==> config.mk <==
export PLATFORM = sky130hd
export DESIGN_NAME = pie_enable
export DESIGN_NICKNAME = d
export VERILOG_FILES = /design/src/pie_pkg.sv /design/src/pie_gate.sv /design/src/pie_enable.sv
export SDC_FILE = /design/constraint.sdc
export NUM_CORES = 1
export LEC_CHECK = 0
export ABC_CLOCK_PERIOD_IN_PS = 2210
export BUFFER_PORTS_ARGS = -buffer_cell sky130_fd_sc_hd__buf_2
export CORE_MARGIN = 10
export CORE_UTILIZATION = 39
export DETAILED_ROUTE_END_ITERATION = 8
export GPL_ROUTABILITY_DRIVEN = 0
export PLACE_DENSITY = 0.79
export SLEW_MARGIN = 20
export SYNTH_ARGS = -nofsm -noshare
export SYNTH_HDL_FRONTEND = slang
export SYNTH_SLANG_ARGS = --single-unit
==> constraint.sdc <==
create_clock -name hclk -period 2.21 [get_ports hclk]
set_clock_uncertainty 0.15 [all_clocks]
set_input_delay 0.221 -clock hclk [delete_from_list [all_inputs] [get_ports hclk]]
set_output_delay 0.221 -clock hclk [all_outputs]
set_load 0.005 [all_outputs]
==> src/pie_pkg.sv <==
`default_nettype none
package pie_pkg;
    // Register map, byte addresses on the word-wide bus
    localparam logic [11:0] ADDR_ENABLE_1 = 12'h000;
    localparam logic [11:0] ADDR_CONTROL = 12'h004;
    localparam logic [11:0] ADDR_FLAGS = 12'h008;
    localparam logic [11:0] ADDR_REQUESTS = 12'h00c;
    // Enable bit positions
    localparam int BIT_TIMER1_OVF = 0;
    localparam int BIT_TIMER2_MATCH = 1;
    localparam int BIT_CAPCOMP1 = 2;
    localparam int BIT_SYNC_SERIAL = 3;
    localparam int BIT_SERIAL_TX = 4;
    localparam int BIT_SERIAL_RX = 5;
    localparam int BIT_ADC = 6;
    localparam int BIT_UNIMPL = 7;
    // Control register bit positions
    localparam int BIT_PRIORITY_MODE = 0;
    localparam int BIT_GROUP_GLOBAL = 1;
    // Reset values and masks
    localparam logic [7:0] ENABLE_1_RESET = 8'h00;
    localparam logic [7:0] ENABLE_1_IMPL_MASK = 8'h7f;
    localparam logic [1:0] CONTROL_RESET = 2'h0;
    // AHB encodings
    localparam logic [1:0] HTRANS_NONSEQ = 2'h2;
    localparam logic [1:0] HTRANS_SEQ = 2'h3;

    typedef struct packed {
        logic [7:0] enable_1;
        logic priority_mode_en;
        logic periph_group_global_en;
        logic pend_write;
        logic [11:0] pend_addr;
        logic [31:0] rdata;
    } pie_state_type;

    typedef struct packed {
        logic hsel;
        logic [31:0] haddr;
        logic [1:0] htrans;
        logic hwrite;
        logic [2:0] hsize;
        logic hready;
        logic [31:0] hwdata;
    } pie_ahb_req_type;
endpackage
`default_nettype wire

==> src/pie_gate.sv <==
`timescale 1ns/10ps
`default_nettype none
module pie_gate #(
    parameter int WIDTH = 7
) (
    input wire logic [WIDTH-1:0] flag,
    input wire logic [WIDTH-1:0] enable,
    input wire logic group_open,
    output logic [WIDTH-1:0] request
);
    // Flags pass untouched; enables only gate the outgoing copy
    assign request = flag & enable & {WIDTH{group_open}};
endmodule // pie_gate
`default_nettype wire

==> src/pie_enable.sv <==
// Overview of operation
// - Each peripheral request is forwarded only while its own enable bit is set.
// - With priority mode off, the group global enable must also be set.
// - Enable bit 7 is unimplemented: writes ignored, reads zero.
// - Bit 6 enables the converter completion interrupt.
// - Bit 5 enables the serial receiver interrupt.
// - Bit 4 enables the serial transmitter interrupt.
// - Bit 3 enables the synchronous serial port interrupt.
// - Bit 2 enables the capture/compare module 1 interrupt.
// - Bit 1 enables the second timer period-match interrupt.
// - Bit 0 enables the first timer overflow interrupt.
`timescale 1ns/10ps
`default_nettype none
module pie_enable (
    input wire logic hclk,
    input wire logic hresetn,
    input wire logic hsel,
    input wire logic [31:0] haddr,
    input wire logic [1:0] htrans,
    input wire logic hwrite,
    input wire logic [2:0] hsize,
    input wire logic hready,
    input wire logic [31:0] hwdata,
    output logic [31:0] hrdata,
    output logic hreadyout,
    output logic hresp,
    input wire logic adc_flag,
    input wire logic serial_rx_flag,
    input wire logic serial_tx_flag,
    input wire logic sync_serial_flag,
    input wire logic capcomp1_flag,
    input wire logic timer2_match_flag,
    input wire logic timer1_ovf_flag,
    output logic adc_irq_req,
    output logic serial_rx_irq_req,
    output logic serial_tx_irq_req,
    output logic sync_serial_irq_req,
    output logic capcomp1_irq_req,
    output logic timer2_match_irq_req,
    output logic timer1_ovf_irq_req
);
    pie_pkg::pie_state_type state;
    pie_pkg::pie_state_type next_state;
    pie_pkg::pie_ahb_req_type bus;
    logic [6:0] flags;
    logic [6:0] requests;
    logic group_open;
    logic addr_phase;
    logic data_phase;
    logic hit_enable_1;
    logic hit_control;
    logic [7:0] enable_view;
    logic [1:0] control_view;
    logic [31:0] read_word;
    logic adc_irq_en;
    logic serial_rx_irq_en;
    logic serial_tx_irq_en;
    logic sync_serial_irq_en;
    logic capcomp1_irq_en;
    logic timer2_match_irq_en;
    logic timer1_ovf_irq_en;

    // Bundle the bus request
    assign bus = '{hsel, haddr, htrans, hwrite, hsize, hready, hwdata};
    assign addr_phase = bus.hsel && bus.hready && bus.htrans[1];

    // Flags in enable-bit order, bit 0 upward
    assign flags = {adc_flag, serial_rx_flag, serial_tx_flag, sync_serial_flag,
                    capcomp1_flag, timer2_match_flag, timer1_ovf_flag};

    // Per-source enable bits; bit 7 has no source behind it
    assign adc_irq_en = state.enable_1[pie_pkg::BIT_ADC];
    assign serial_rx_irq_en = state.enable_1[pie_pkg::BIT_SERIAL_RX];
    assign serial_tx_irq_en = state.enable_1[pie_pkg::BIT_SERIAL_TX];
    assign sync_serial_irq_en = state.enable_1[pie_pkg::BIT_SYNC_SERIAL];
    assign capcomp1_irq_en = state.enable_1[pie_pkg::BIT_CAPCOMP1];
    assign timer2_match_irq_en = state.enable_1[pie_pkg::BIT_TIMER2_MATCH];
    assign timer1_ovf_irq_en = state.enable_1[pie_pkg::BIT_TIMER1_OVF];

    // Group gate only matters while priority mode is off; with priority
    // mode on, gating per level belongs to the priority logic outside
    always_comb
    begin
        if (state.priority_mode_en)
        begin
            group_open = 1'b1;
        end
        else
        begin
            group_open = state.periph_group_global_en;
        end
    end

    pie_gate #(
        .WIDTH(7)
    ) u_gate (
        .flag(flags),
        .enable({adc_irq_en, serial_rx_irq_en, serial_tx_irq_en, sync_serial_irq_en,
                 capcomp1_irq_en, timer2_match_irq_en, timer1_ovf_irq_en}),
        .group_open(group_open),
        .request(requests)
    );

    // Each source takes its own enable bit
    assign adc_irq_req = requests[pie_pkg::BIT_ADC];
    assign serial_rx_irq_req = requests[pie_pkg::BIT_SERIAL_RX];
    assign serial_tx_irq_req = requests[pie_pkg::BIT_SERIAL_TX];
    assign sync_serial_irq_req = requests[pie_pkg::BIT_SYNC_SERIAL];
    assign capcomp1_irq_req = requests[pie_pkg::BIT_CAPCOMP1];
    assign timer2_match_irq_req = requests[pie_pkg::BIT_TIMER2_MATCH];
    assign timer1_ovf_irq_req = requests[pie_pkg::BIT_TIMER1_OVF];

    // Zero-wait slave, always OKAY
    assign hreadyout = 1'b1;
    assign hresp = 1'b0;
    assign hrdata = state.rdata;

    // A write commits only when its data phase ends with hready high,
    // so a stretched data phase cannot land stale write data
    assign data_phase = state.pend_write && bus.hready;
    assign hit_enable_1 = data_phase && (state.pend_addr == pie_pkg::ADDR_ENABLE_1);
    assign hit_control = data_phase && (state.pend_addr == pie_pkg::ADDR_CONTROL);

    // Register views with the landing write folded in; a read whose
    // address phase overlaps that data phase sees the new word
    always_comb
    begin
        enable_view = state.enable_1 & pie_pkg::ENABLE_1_IMPL_MASK;
        control_view = {state.periph_group_global_en, state.priority_mode_en};
        if (hit_enable_1)
        begin
            // Top bit is never stored
            enable_view = bus.hwdata[7:0] & pie_pkg::ENABLE_1_IMPL_MASK;
        end
        if (hit_control)
        begin
            control_view[pie_pkg::BIT_PRIORITY_MODE] = bus.hwdata[pie_pkg::BIT_PRIORITY_MODE];
            control_view[pie_pkg::BIT_GROUP_GLOBAL] = bus.hwdata[pie_pkg::BIT_GROUP_GLOBAL];
        end
    end

    // Read decode on the word index only:
    //   enable word, bits 6..0 writable, bit 7 reads zero
    //   control word, bit 0 priority mode, bit 1 group enable
    //   flag word and request word, read only
    //   anything else reads zero and ignores writes
    always_comb
    begin
        read_word = 32'h0000_0000;
        unique case ({bus.haddr[11:2], 2'b00})
            pie_pkg::ADDR_ENABLE_1:
            begin
                // Bit 7 reads zero
                read_word = {24'h00_0000, enable_view};
            end
            pie_pkg::ADDR_CONTROL:
            begin
                read_word = {30'h0000_0000, control_view};
            end
            pie_pkg::ADDR_FLAGS:
            begin
                // Raw flags, untouched by the enables
                read_word = {25'h000_0000, flags};
            end
            pie_pkg::ADDR_REQUESTS:
            begin
                read_word = {25'h000_0000, requests};
            end
            default:
            begin
                read_word = 32'h0000_0000;
            end
        endcase
    end

    // Next state: commit a finished data phase, then capture read data
    // in the address phase; a stalled data phase keeps its write pending
    always_comb
    begin
        next_state = state;
        if (data_phase)
        begin
            // Writes to read-only or unmapped words commit nothing
            next_state.pend_write = 1'b0;
            if (hit_enable_1)
            begin
                next_state.enable_1 = enable_view;
            end
            if (hit_control)
            begin
                next_state.priority_mode_en = control_view[pie_pkg::BIT_PRIORITY_MODE];
                next_state.periph_group_global_en = control_view[pie_pkg::BIT_GROUP_GLOBAL];
            end
        end
        if (addr_phase)
        begin
            next_state.pend_write = bus.hwrite;
            next_state.pend_addr = {bus.haddr[11:2], 2'b00};
            // Write cycles leave zero on the read bus
            next_state.rdata = bus.hwrite ? 32'h0000_0000 : read_word;
        end
    end

    // State register; every enable starts masked
    always_ff @(posedge hclk or negedge hresetn)
    begin
        if (!hresetn)
        begin
            state.enable_1 <= pie_pkg::ENABLE_1_RESET;
            state.priority_mode_en <= pie_pkg::CONTROL_RESET[pie_pkg::BIT_PRIORITY_MODE];
            state.periph_group_global_en <= pie_pkg::CONTROL_RESET[pie_pkg::BIT_GROUP_GLOBAL];
            state.pend_write <= 1'b0;
            state.pend_addr <= 12'h000;
            state.rdata <= 32'h0000_0000;
        end
        else
        begin
            state <= next_state;
        end
    end
endmodule // pie_enable
`default_nettype wire

# --- Word-level counts from Yosys, hierarchy flattened ---
# Cells that the tools add are included.
# W data, S select, Z words.
classes:
  n_eq_ne: 4
  muxes: 7
  bitwise: 2
  n_reduce_logical: 10
op_table:
  columns: ["op", "n"]
  rows:
  - ["$mux W45", 1]
  - ["$mux W32", 1]
  - ["$pmux W7 S4", 1]
  - ["$eq A10 B1 Y1 const B", 2]
  - ["$eq A10 B2 Y1 const B", 2]
  - ["$and A7 B7 Y7", 2]
  - ["$logic_not A12 Y1", 1]
  - ["$logic_not A10 Y1", 1]
  - ["$mux W7", 1]
  - ["$logic_and A1 B1 Y1", 5]
  - ["$reduce_and A2 Y1", 2]
  - ["$mux W1", 2]
  - ["$mux W2", 1]
  - ["$reduce_bool A2 Y1", 1]
word_totals:
  reg_bits: 52
  output_inout_bits: 41
  elab_cells: 29

# --- Logic depth before layout (Yosys ltp) ---
# Gate-level depths: netlist (run 1).
depth:
  ltp_word: 6
  mapped_depth: 5
  mapped_depth_nobuf: 4

# --- Hierarchy ---
# Synthesis (run 1) repeated with hierarchy kept, for this count alone.
hier_totals:
  cells_unflattened: 159
  area_unflattened_um2: 1726.7
modules_own_cells:
  columns: ["mod", "n_inst", "cells_each", "area_per_inst_um2"]
  rows:
  - ["pie_enable", 1, 152, 1682.9]
  - ["pie_gate", 1, 7, 43.8]

# --- Worst setup path before layout (run 1) ---
# OpenSTA, ideal clock, no wires.
synth_path:
  kind: "reg-to-reg"
  from: "reg state[35] (netlist name)"
  to: "reg state, in the netlist hrdata[0]"
  setup_time_ps: 139
  t_arrival_ps: 1410
  required_ps: 1921
  setup_slack_ps: 511
  path_stages_with_launch: 6
  n_path_buf: 1
  synth_period_minus_slack_ps: 1699
  path_cell_list: "dfrtp_1 > nor4_1 > and4_1 > buf_2 > mux2i_1 > o221ai_1"
synth_via:
  elab_chain_cells: 5
  word_cells_on_any_way: 8
  cone_classes: "eq/ne (1); mux (4); reduce/logical (3)"
synth_rtl:
  columns: ["item", "line_no", "text"]
  rows:
  - ["start: declaration", "pie_enable.sv:42", "pie_pkg::pie_state_type state;"]
  - ["start signal: assignment", "pie_enable.sv:218", "state <= next_state;"]
  - ["$eq A10 B1 Y1 or $logic_not A12 Y1 (tied branches)", "pie_enable.sv:122, pie_enable.sv:121", null]
  - ["$logic_and A1 B1 Y1 (on tied branches)", "pie_enable.sv:122, pie_enable.sv:121", null]
  - ["$mux W2 or $mux W7 (tied branches)", "pie_enable.sv:135, pie_enable.sv:130", null]
  - ["$pmux W7 S4 *", "pie_enable.sv:150", "unique case ({bus.haddr[11:2], 2'b00})"]
  - ["$mux W32 *", "pie_enable.sv:200", "next_state.rdata = bus.hwrite ? 32'h0000_0000 : read_word;"]
# Mark *: on every way between the ends. The rest lies on a longest branch, timed or not.
# A chain may end at the register's enable or synchronous reset.

# --- Worst setup path in the final report (run 1) ---
layout_path:
  from: "reg state[46] (netlist name)"
  to: "out timer1_ovf_irq_req"
layout_via:
  elab_chain_cells: 2
layout_rtl:
  columns: ["item", "line_no", "text"]
  rows:
  - ["$mux W1", "pie_enable.sv:84", "if (state.priority_mode_en)"]
  - ["$and A7 B7 Y7", "pie_gate.sv:12", "assign request = flag & enable & {WIDTH{group_open}};"]
  - ["end: declaration", "pie_enable.sv:40", "output logic timer1_ovf_irq_req"]
# Every way passes these cells.

==> results of run 1 <==
critical path, delay by kind of cell, from the launching register on:
kind                   cells  cell delay (ns)
and+or+nand+nor            2             0.61
DFF                        1             0.48
buffers and inverters      1             0.12
flip-flops by register name, indices dropped and copies added, names as in the netlist:
signal / cells
serial_rx_irq_en: 1
state: 16
serial_tx_irq_en: 1
hrdata: 7
adc_irq_en: 1
capcomp1_irq_en: 1
cells in the final DEF, fill, tap and decap left out:
cell type      instances
nand4_1                1
nand2_1               16
dlygate4sd3_1          1
o22ai_1                1
clkinv_2               1
mux2_2                10
a21boi_0               2
inv_1                 11
and3b_1                1
and4_1                 1
and4b_2                1
o221ai_1               7
and3_1                 7
nor3_1                 2
or3b_1                 1
a32oi_1                2
nor3b_1                1
nand3b_1               1
nor4_1                 2
nor2_1                 2
conb_1                27
nand3_4                1
buf_2                 43
clkbuf_8               3
buf_4                  2
dfrtp_1               27
o21ai_0                7
or2_2                  1
mux2i_1                9
per-layer routing:
metal,wire (um),up-vias
met1,1550,552
li1,-,547
met4,16,0
met3,238,2
met5,0,-
met2,1890,42
power by group:
part           switching, mW  leakage (nW)  total, mW  internal, mW
Sequential            0.0284         0.352      0.570         0.542
Combinational         0.0731         0.589      0.138        0.0654
Clock                  0.148        0.0255      0.274         0.126
metrics by stage:
stage	hold slack [ns]	power, mW	setup WS [ns]	instance area (sq um)
global placement	0.104	0.708	0.337	1660
finish	0.0373	0.983	0.345	1720
global route	0.0373	1.03	0.207	1720
floorplan	-0.225	0.685	0.511	1650
detailed placement	0.109	0.716	0.330	1660
CTS	0.0322	0.986	0.340	1720
what timing repair did:
item	in CTS	in global routing
buffers inserted	0	0
hold buffers	1	0
endpoints found under the hold margin	27	0
logic make-up after synthesis:
logic type	share of synthesized area, %
compound gates	8.71
buf+inv	20.2
flops	43.5
mux	13.1
other cells	0.484
simple gates	14.0
worst max-delay path by stage:
| stage | from | end | cells after the start |
|---|---|---|---|
| floorplan | state[35] | hrdata[0] | 5 |
| global placement | hwrite | hrdata[0] | 5 |
| detailed placement | hwrite | hrdata[1] | 5 |
| CTS | state[35] | hrdata[1] | 5 |
| global route | state[35] | hrdata[1] | 5 |
| finish | state[46] | timer1_ovf_irq_req | 3 |
area by class of cell:
cell class | instances | area, sq um | area share, %
Sequential cell | 27 | 676 | 39.3
Multi-Input combinational cell | 103 | 656 | 38.1
Inverter | 11 | 41.3 | 2.40
Timing Repair Buffer | 46 | 240 | 14.0
Clock buffer | 3 | 41.3 | 2.40
Tap cell | 48 | 60.1 | 3.49
Clock inverter | 1 | 5.00 | 0.291
==> impl_metrics.toml, run 1 <==
[global_routing]
use_met3_pct = 2.83
antenna_found_initial = 0
grt.total_usage_pct = 10.2
grt_pass1_vias = 1264
grt_busiest_layer = "met2"
grt-ovfl-total = 0
grt_pass1_wl_um = 5970
grt.met2_usage_pct = 17.9
grt_max_degree = 28
grtUsageMet1_pct = 11.7

[detailed_routing]
viasPerCell = 4.78
drt_wl_total_um = 3700
drc = 0
routedWlPerCell_um = 15.5
vias = 1143
drtPass1Iterations = 4
drtAntennaViolNets = 0
drt_iter0_drc = 80

[sta]
finalCriticalPeriod_ns = 1.86
tightest_slew_ns = 0.605
grt_setup_unrepaired = "false"
tns_ns = 0
max_freq_mhz = 536
max_slew_margin_pct = 59.7
hold_viol_final = 0
setup_viol = 0
slew_viol_final = 0
final.period_utilization_pct = 84.4

[die]
ios = 122
core_area_sq_um = 3740
start_util_pct = 41.4
dieArea_sq_um = 6900
die_h_um = 83.1
die_w_um = 83.1
rows = 22

[run_status]
outcome = "completed"

[finish]
nets = 273
n_fill_cell = 381
final_cell_count_no_fill = 239
drive_gt1_share_pct = 32.5
area_delta_synth_final_pct = 10.8
fin_util_pct = 45.9
antennaDiodeCount = 0

[logic_synthesis]
synth_area_leaders = "dfrtp_1 44%, buf_4 16%, mux2_2 7.3%, mux2i_1 5.8%, o221ai_1 4.0%"
synthFlopType = "dfrtp_1"
synth_seq_area_share_pct = 43.5
synthCells = 154
async_flop_share_pct = 100
synth.most_common_cell = "buf_4"
ys_warn_count = 0
ys_seq_elements = 27
synth.distinct_cells = 28
synth_edf_count = 0
yosys.area.top_type = "dfrtp_1"
synth_commonest_cells = "34 x buf_4, 27 x dfrtp_1, 16 x nand2_1"
synth.avg_cell_area_sq_um = 10.1
syn_area_sq_um = 1550
yosysTopAreaCellShare_pct = 43.5

[cts]
numCtsBuffers = 3
cts-resized-gates = 0
clk_path_buf_depth = 2
path_clk_slew_ns = 0.09
cts_tree = "yes"
htreeDepth = 1
insertion_delay_ns = 0.27
cts.sinks = 27
root_buffer = "clkbuf_8"

[hold_path]
hold_end = "serial_tx_irq_en"
hold_depth = 3
hp-class = "input pin to register"
worstHoldStart = "hwdata[4]"

[worst_setup_path]
crit_fanout = 9
path_cells = "or2_2 > and3_1 > buf_2"
cp.required_ns = 1.84
reg2reg_from = "state[35]"
startpoint_type = "register"
endpoint_kind = "output port"
r2r_end = "hrdata[1]"
slowest_delay_ns = 0.48
cp_slowest_cell = "dfrtp_1"
r2r_slack_ns = 0.37
critPathKind = "register to output port"
rr_worst_depth = 5
worstPathArrival_ns = 1.49

[power_and_ir_drop]
ir_worst_vdd_v = 0.000292
power_density_nw_per_um2 = 572
power_leakage_nw = 0.967

[run]
max_cap_viol_count = 0

[place]
dp.cells = 234
dp_hpwl_um = 2950
portBuffers = 43
Note: power is estimated with default switching activity, not from simulation.
==> run 2, diff against run 1 <==
--- a/config.mk
+++ b/config.mk
@@ -5,7 +5,7 @@
 export SDC_FILE = /design/constraint.sdc
 export NUM_CORES = 1
 export LEC_CHECK = 0
-export ABC_CLOCK_PERIOD_IN_PS = 2210
+export ABC_CLOCK_PERIOD_IN_PS = 1900
 export BUFFER_PORTS_ARGS = -buffer_cell sky130_fd_sc_hd__buf_2
 export CORE_MARGIN = 10
 export CORE_UTILIZATION = 39
==> constraint.sdc (replaced) <==
create_clock -name hclk -period 1.9 [get_ports hclk]
set_clock_uncertainty 0.15 [all_clocks]
set_input_delay 0.19 -clock hclk [delete_from_list [all_inputs] [get_ports hclk]]
set_output_delay 0.19 -clock hclk [all_outputs]
set_load 0.005 [all_outputs]
==> run 2 against run 1 <==
First-iteration DRC count shrank 6.3%; sequential share of layout area down 1.7 points; setup slack got worse by 0.29 ns; clock power grew 20%; critical path depth unchanged; sequential cell count unchanged; core utilization grew 2.1 points; non-clock buffer count grew 4; total power rose by 19%; combinational power rose by 23%; register-to-register slack got worse by 0.22 ns; critical path type unchanged.
==> impl_metrics.toml, run 2 (same netlist as run 1, synthesis figures left out) <==
[run_status]
outcome = "completed"

[sta]
max_slew_margin_pct = 60.7
hold_ws_ns = 0.00553
tns_ns = 0
hold_viol_final = 0
max_freq_mhz = 543
tightest_slew_ns = 0.589
layout_setup_ws_ns = 0.0595
setup_viol = 0
finalCriticalPeriod_ns = 1.84
final.period_utilization_pct = 96.9
slew_viol_final = 0

[global_routing]
grt_max_degree = 28
grt.total_usage_pct = 10.3
grt.met2_usage_pct = 17.3
grtUsageMet1_pct = 12.0
antenna_found_initial = 0
grt_pass1_wl_um = 6070
grt_busiest_layer = "met2"
grt_pass1_vias = 1231
use_met3_pct = 3.61
grt-ovfl-total = 0

[power_and_ir_drop]
p_int_uw = 864
pwr-share-seq_pct = 57.4
power_density_nw_per_um2 = 653
p_sw_uw = 310
sw_frac_of_total_pct = 26.4
power_frac_clock_pct = 28.1
combPwrFrac_pct = 14.5
power_leakage_nw = 0.989
ir_worst_vdd_v = 0.000381
total_power_mw = 1.17

[cts]
cts_tree = "yes"
post_cts_buffers = 0
htreeDepth = 1
numCtsBuffers = 3
clk_path_buf_depth = 2
path_clk_slew_ns = 0.10
insertion_delay_ns = 0.28
cts.sinks = 27
root_buffer = "clkbuf_8"

[finish]
area_delta_synth_final_pct = 15.8
top_register = "state"
n_fill_cell = 369
layout_commonest_cell = "buf_2"
largest_reg_flops = 16
final_cell_area_sq_um = 1800
drive_gt1_share_pct = 34.4
nets = 277
antennaDiodeCount = 0
layout_common_cells = "43 x buf_2, 27 x conb_1, 27 x dfrtp_1, 16 x nand2_1, 11 x inv_1"

[worst_setup_path]
cp_slowest_cell = "dfrtp_1"
startpoint_type = "register"
critical_path_buf_inv_count = 1
slowest_delay_ns = 0.48
crit_family = "simple AND/OR/NAND/NOR gates"
path_cells = "or2_2 > and3_1 > buf_2"
worstPathArrival_ns = 1.50
crit_fanout = 9
cp.required_ns = 1.56
reg2reg_from = "state[35]"
critPathKind = "register to output port"
endpoint_kind = "output port"
startpoint = "state[46]"

[run]
max_cap_viol_count = 0

[hold_path]
worstHoldStart = "hwdata[5]"
hp-class = "input pin to register"

[die]
start_util_pct = 41.4
die_w_um = 83.1
die_h_um = 83.1
ios = 122
rows = 22
dieArea_sq_um = 6900
core_area_sq_um = 3740

[place]
portBuffers = 43
place_ws_ns = 0.0846
dp_hpwl_um = 2900
dpl_cell_area_sq_um = 1680

[detailed_routing]
vias = 1136
drt_wl_total_um = 3700
drtAntennaViolNets = 0
drc = 0
drt_iter0_drc = 75
routedWlPerCell_um = 15.2
drtPass1Iterations = 4
viasPerCell = 4.67
## run 2: worst register-to-register path, cell delays in order, from the launching register on
cell and delay (ns):
dfrtp_1 0.41, nor4_4 0.28, and4_4 0.27, buf_12 0.13
mux2i_2 0.23, o221ai_1 0.15
## run 2: path summary, 6_finish.rpt
path                            cells after the start               end  slack [ns]
worst min-delay path                                3  serial_rx_irq_en       0.006
min in group asynchronous                           2         hrdata[3]        0.30
max in group asynchronous                           2         state[38]        0.90
worst max register to register                      5         hrdata[1]        0.15
worst min register to register                      2         hrdata[5]        0.34
worst max-delay path                                3  capcomp1_irq_req        0.06
## run 2: power by group through the flow
stage               clock network, mW  registers (mW)  logic [mW]
floorplan                           0           0.664       0.133
global placement                    0           0.672       0.152
detailed placement                  0           0.675       0.156
CTS                             0.339           0.663       0.163
global route                    0.353           0.682       0.195
finish                          0.330           0.674       0.170
## run 2: area by class of cell
type	instances	area, sq um	share of cell area (%)
Clock buffer	3	41.3	2.30
Clock inverter	1	7.51	0.418
Inverter	11	41.3	2.30
Multi-Input combinational cell	103	681	37.9
Sequential cell	27	676	37.6
Tap cell	48	60.1	3.34
Timing Repair Buffer	50	290	16.2
## run 2: routing by layer
| layer | vias to the layer above | share of wire (%) |
|---|---|---|
| li1 | 549 | - |
| met1 | 545 | 41 |
| met2 | 38 | 51 |
| met3 | 4 | 7.5 |
| met4 | 0 | 0.97 |
| met5 | - | 0 |
## run 2: stage by stage
step / instances / utilization, %
after global routing: 243 / 48.0
final: 243 / 48.0
after CTS: 243 / 47.3
after detailed placement: 235 / 45.0
after global placement: 235 / 45.0
after floorplan: 179 / -
## run 2: timing repair
item,in CTS,in global routing
setup endpoints to repair,0,8
endpoints found under the hold margin,30,0
hold buffers,4,0
gates resized for setup,0,5
==> run 3, diff against run 2 <==
--- a/config.mk
+++ b/config.mk
@@ -11,6 +11,7 @@
 export CORE_UTILIZATION = 39
 export DETAILED_ROUTE_END_ITERATION = 8
 export GPL_ROUTABILITY_DRIVEN = 0
+export GPL_TIMING_DRIVEN = 0
 export PLACE_DENSITY = 0.79
 export SLEW_MARGIN = 20
 export SYNTH_ARGS = -nofsm -noshare
==> run 3 against run 2 <==
The run now ends with hold timing left; count of clock-buffer cells in the layout up 1; critical path depth unchanged; sequential share of layout area shrank 4.4 points; cell area grew 13%; wire length rose by 3.8%; die area did not move; register-to-register slack lost 0.05 ns; sequential power barely moved; global-route usage increased by 0.17 points; total power rose by 3.0%; clock power fell by 2%; sequential cell count is the same; critical path type unchanged; critical endpoint is now timer1_ovf_irq_req.
==> impl_metrics.toml, run 3 (same netlist as run 1, synthesis figures left out) <==
[finish]
seq_area_sq_um = 676
multi_input_area_sq_um = 694
largest_reg_flops = 16
antennaDiodeCount = 0
layout_common_cells = "43 x buf_2, 34 x buf_4, 27 x conb_1, 27 x dfrtp_1, 16 x nand2_1"
nets = 310
layout_commonest_cell = "buf_2"
drive_gt1_share_pct = 43.4
area_delta_synth_final_pct = 31.2
final_cell_count_no_fill = 276
n_fill_cell = 343
top_register = "state"

[worst_setup_path]
worstPathArrival_ns = 1.48
crit_fanout = 9
endpoint_kind = "output port"
critPathKind = "register to output port"
startpoint_type = "register"
cp.required_ns = 1.56
rr_worst_depth = 5

[hold_path]
hold_depth = 3
hp-class = "input pin to register"

[sta]
tightest_slew_ns = 0.599
grt_setup_unrepaired = "true"
finalCriticalPeriod_ns = 1.82
max_slew_margin_pct = 60.1
slew_viol_final = 0
hold_viol_final = 1
hold_ws_ns = -0.00461
setup_viol = 0
tns_ns = 0
final.period_utilization_pct = 95.7
max_freq_mhz = 550

[power_and_ir_drop]
total_power_mw = 1.21
power_density_nw_per_um2 = 594
ir_worst_vdd_v = 0.000381
power_leakage_nw = 1.16

[run_status]
violations = "hold timing"
outcome = "finished, violations left"

[cts]
numCtsBuffers = 3
insertion_delay_ns = 0.27
path_clk_slew_ns = 0.09
htreeDepth = 1
root_buffer = "clkbuf_8"
cts_tree = "yes"
clk_path_buf_depth = 2
cts.sinks = 27
post_cts_buffers = 0

[run]
max_cap_viol_count = 0

[detailed_routing]
drc = 0
routedWlPerCell_um = 13.9
drtPass1Iterations = 4
drt_iter0_drc = 67
drtAntennaViolNets = 0
drt_wl_total_um = 3840
vias = 1210
viasPerCell = 4.38

[place]
dp.cells = 269
portBuffers = 42
dp_hpwl_um = 2970

[die]
die_w_um = 83.1
dieArea_sq_um = 6900
ios = 122
die_h_um = 83.1
rows = 22
core_area_sq_um = 3740
start_util_pct = 41.4

[global_routing]
grt_max_degree = 28
grt.total_usage_pct = 10.5
grt_pass1_vias = 1306
grt-ovfl-total = 0
grt_pass1_wl_um = 6130
antenna_found_initial = 0
-- run 3: cell type report --
cell class	instances	share of cell area [%]
multi-input cells	103	34.1
plain buffers	38	13.7
well taps	48	2.95
flip-flops and latches	27	33.2
clock buffers	4	2.21
repair buffers	45	11.8
inverters	11	2.03
-- run 3: path summary, 6_finish.rpt --
| check | start | endpoint | slack, ns |
|---|---|---|---|
| setup / recovery | state[46] | timer1_ovf_irq_req | 0.08 |
| hold / removal | hwdata[6] | adc_irq_en | -0.005 |
| setup reg to reg | state[35] | hrdata[1] | 0.10 |
| hold reg to reg | hrdata[4] | hrdata[4] | 0.35 |
| max in group asynchronous | hresetn | hrdata[1] | 0.89 |
| min in group asynchronous | hresetn | state[50] | 0.32 |
-- run 3: per-layer routing --
metal	part of all wire, %	vias up	track usage, %
met4	0.89	0	2.77
met3	7.9	4	3.61
li1	-	614	-
met5	0	-	0
met2	52	39	18.9
met1	39	553	11.3
-- run 3: power by group --
| group | total (mW) | internal [mW] | switching, mW |
|---|---|---|---|
| clock network | 0.322 | 0.150 | 0.172 |
| registers | 0.676 | 0.630 | 0.0455 |
| logic | 0.211 | 0.120 | 0.0913 |
| total | 1.21 | 0.900 | 0.309 |
-- run 3: repair_timing --
item                                    in CTS  in global routing
endpoints found under the setup margin       7                  4
endpoints found under the hold margin       29                  0
hold buffers                                 3                  0
resized for setup                            2                  7
pin swaps                                    0                  0
-- run 3: critical path, cell delays in order, from the launching register on --
cell     delay, ns
dfrtp_1       0.47
or2_2         0.40
and3_1        0.22
buf_2         0.13
-- run 3: metrics by stage --
stage / util, % / hold slack, ns / setup slack, ns / cell area, sq um
global placement: 51.2 / 0.0766 / -0.0475 / 1920
global route: 54.4 / -0.0000263 / -0.0154 / 2040
CTS: 53.4 / 0.00138 / 0.0625 / 2000
detailed placement: 51.2 / 0.0768 / -0.0492 / 1920
floorplan: - / -0.256 / 0.201 / 1650
finish: 54.4 / -0.00461 / 0.0814 / 2040
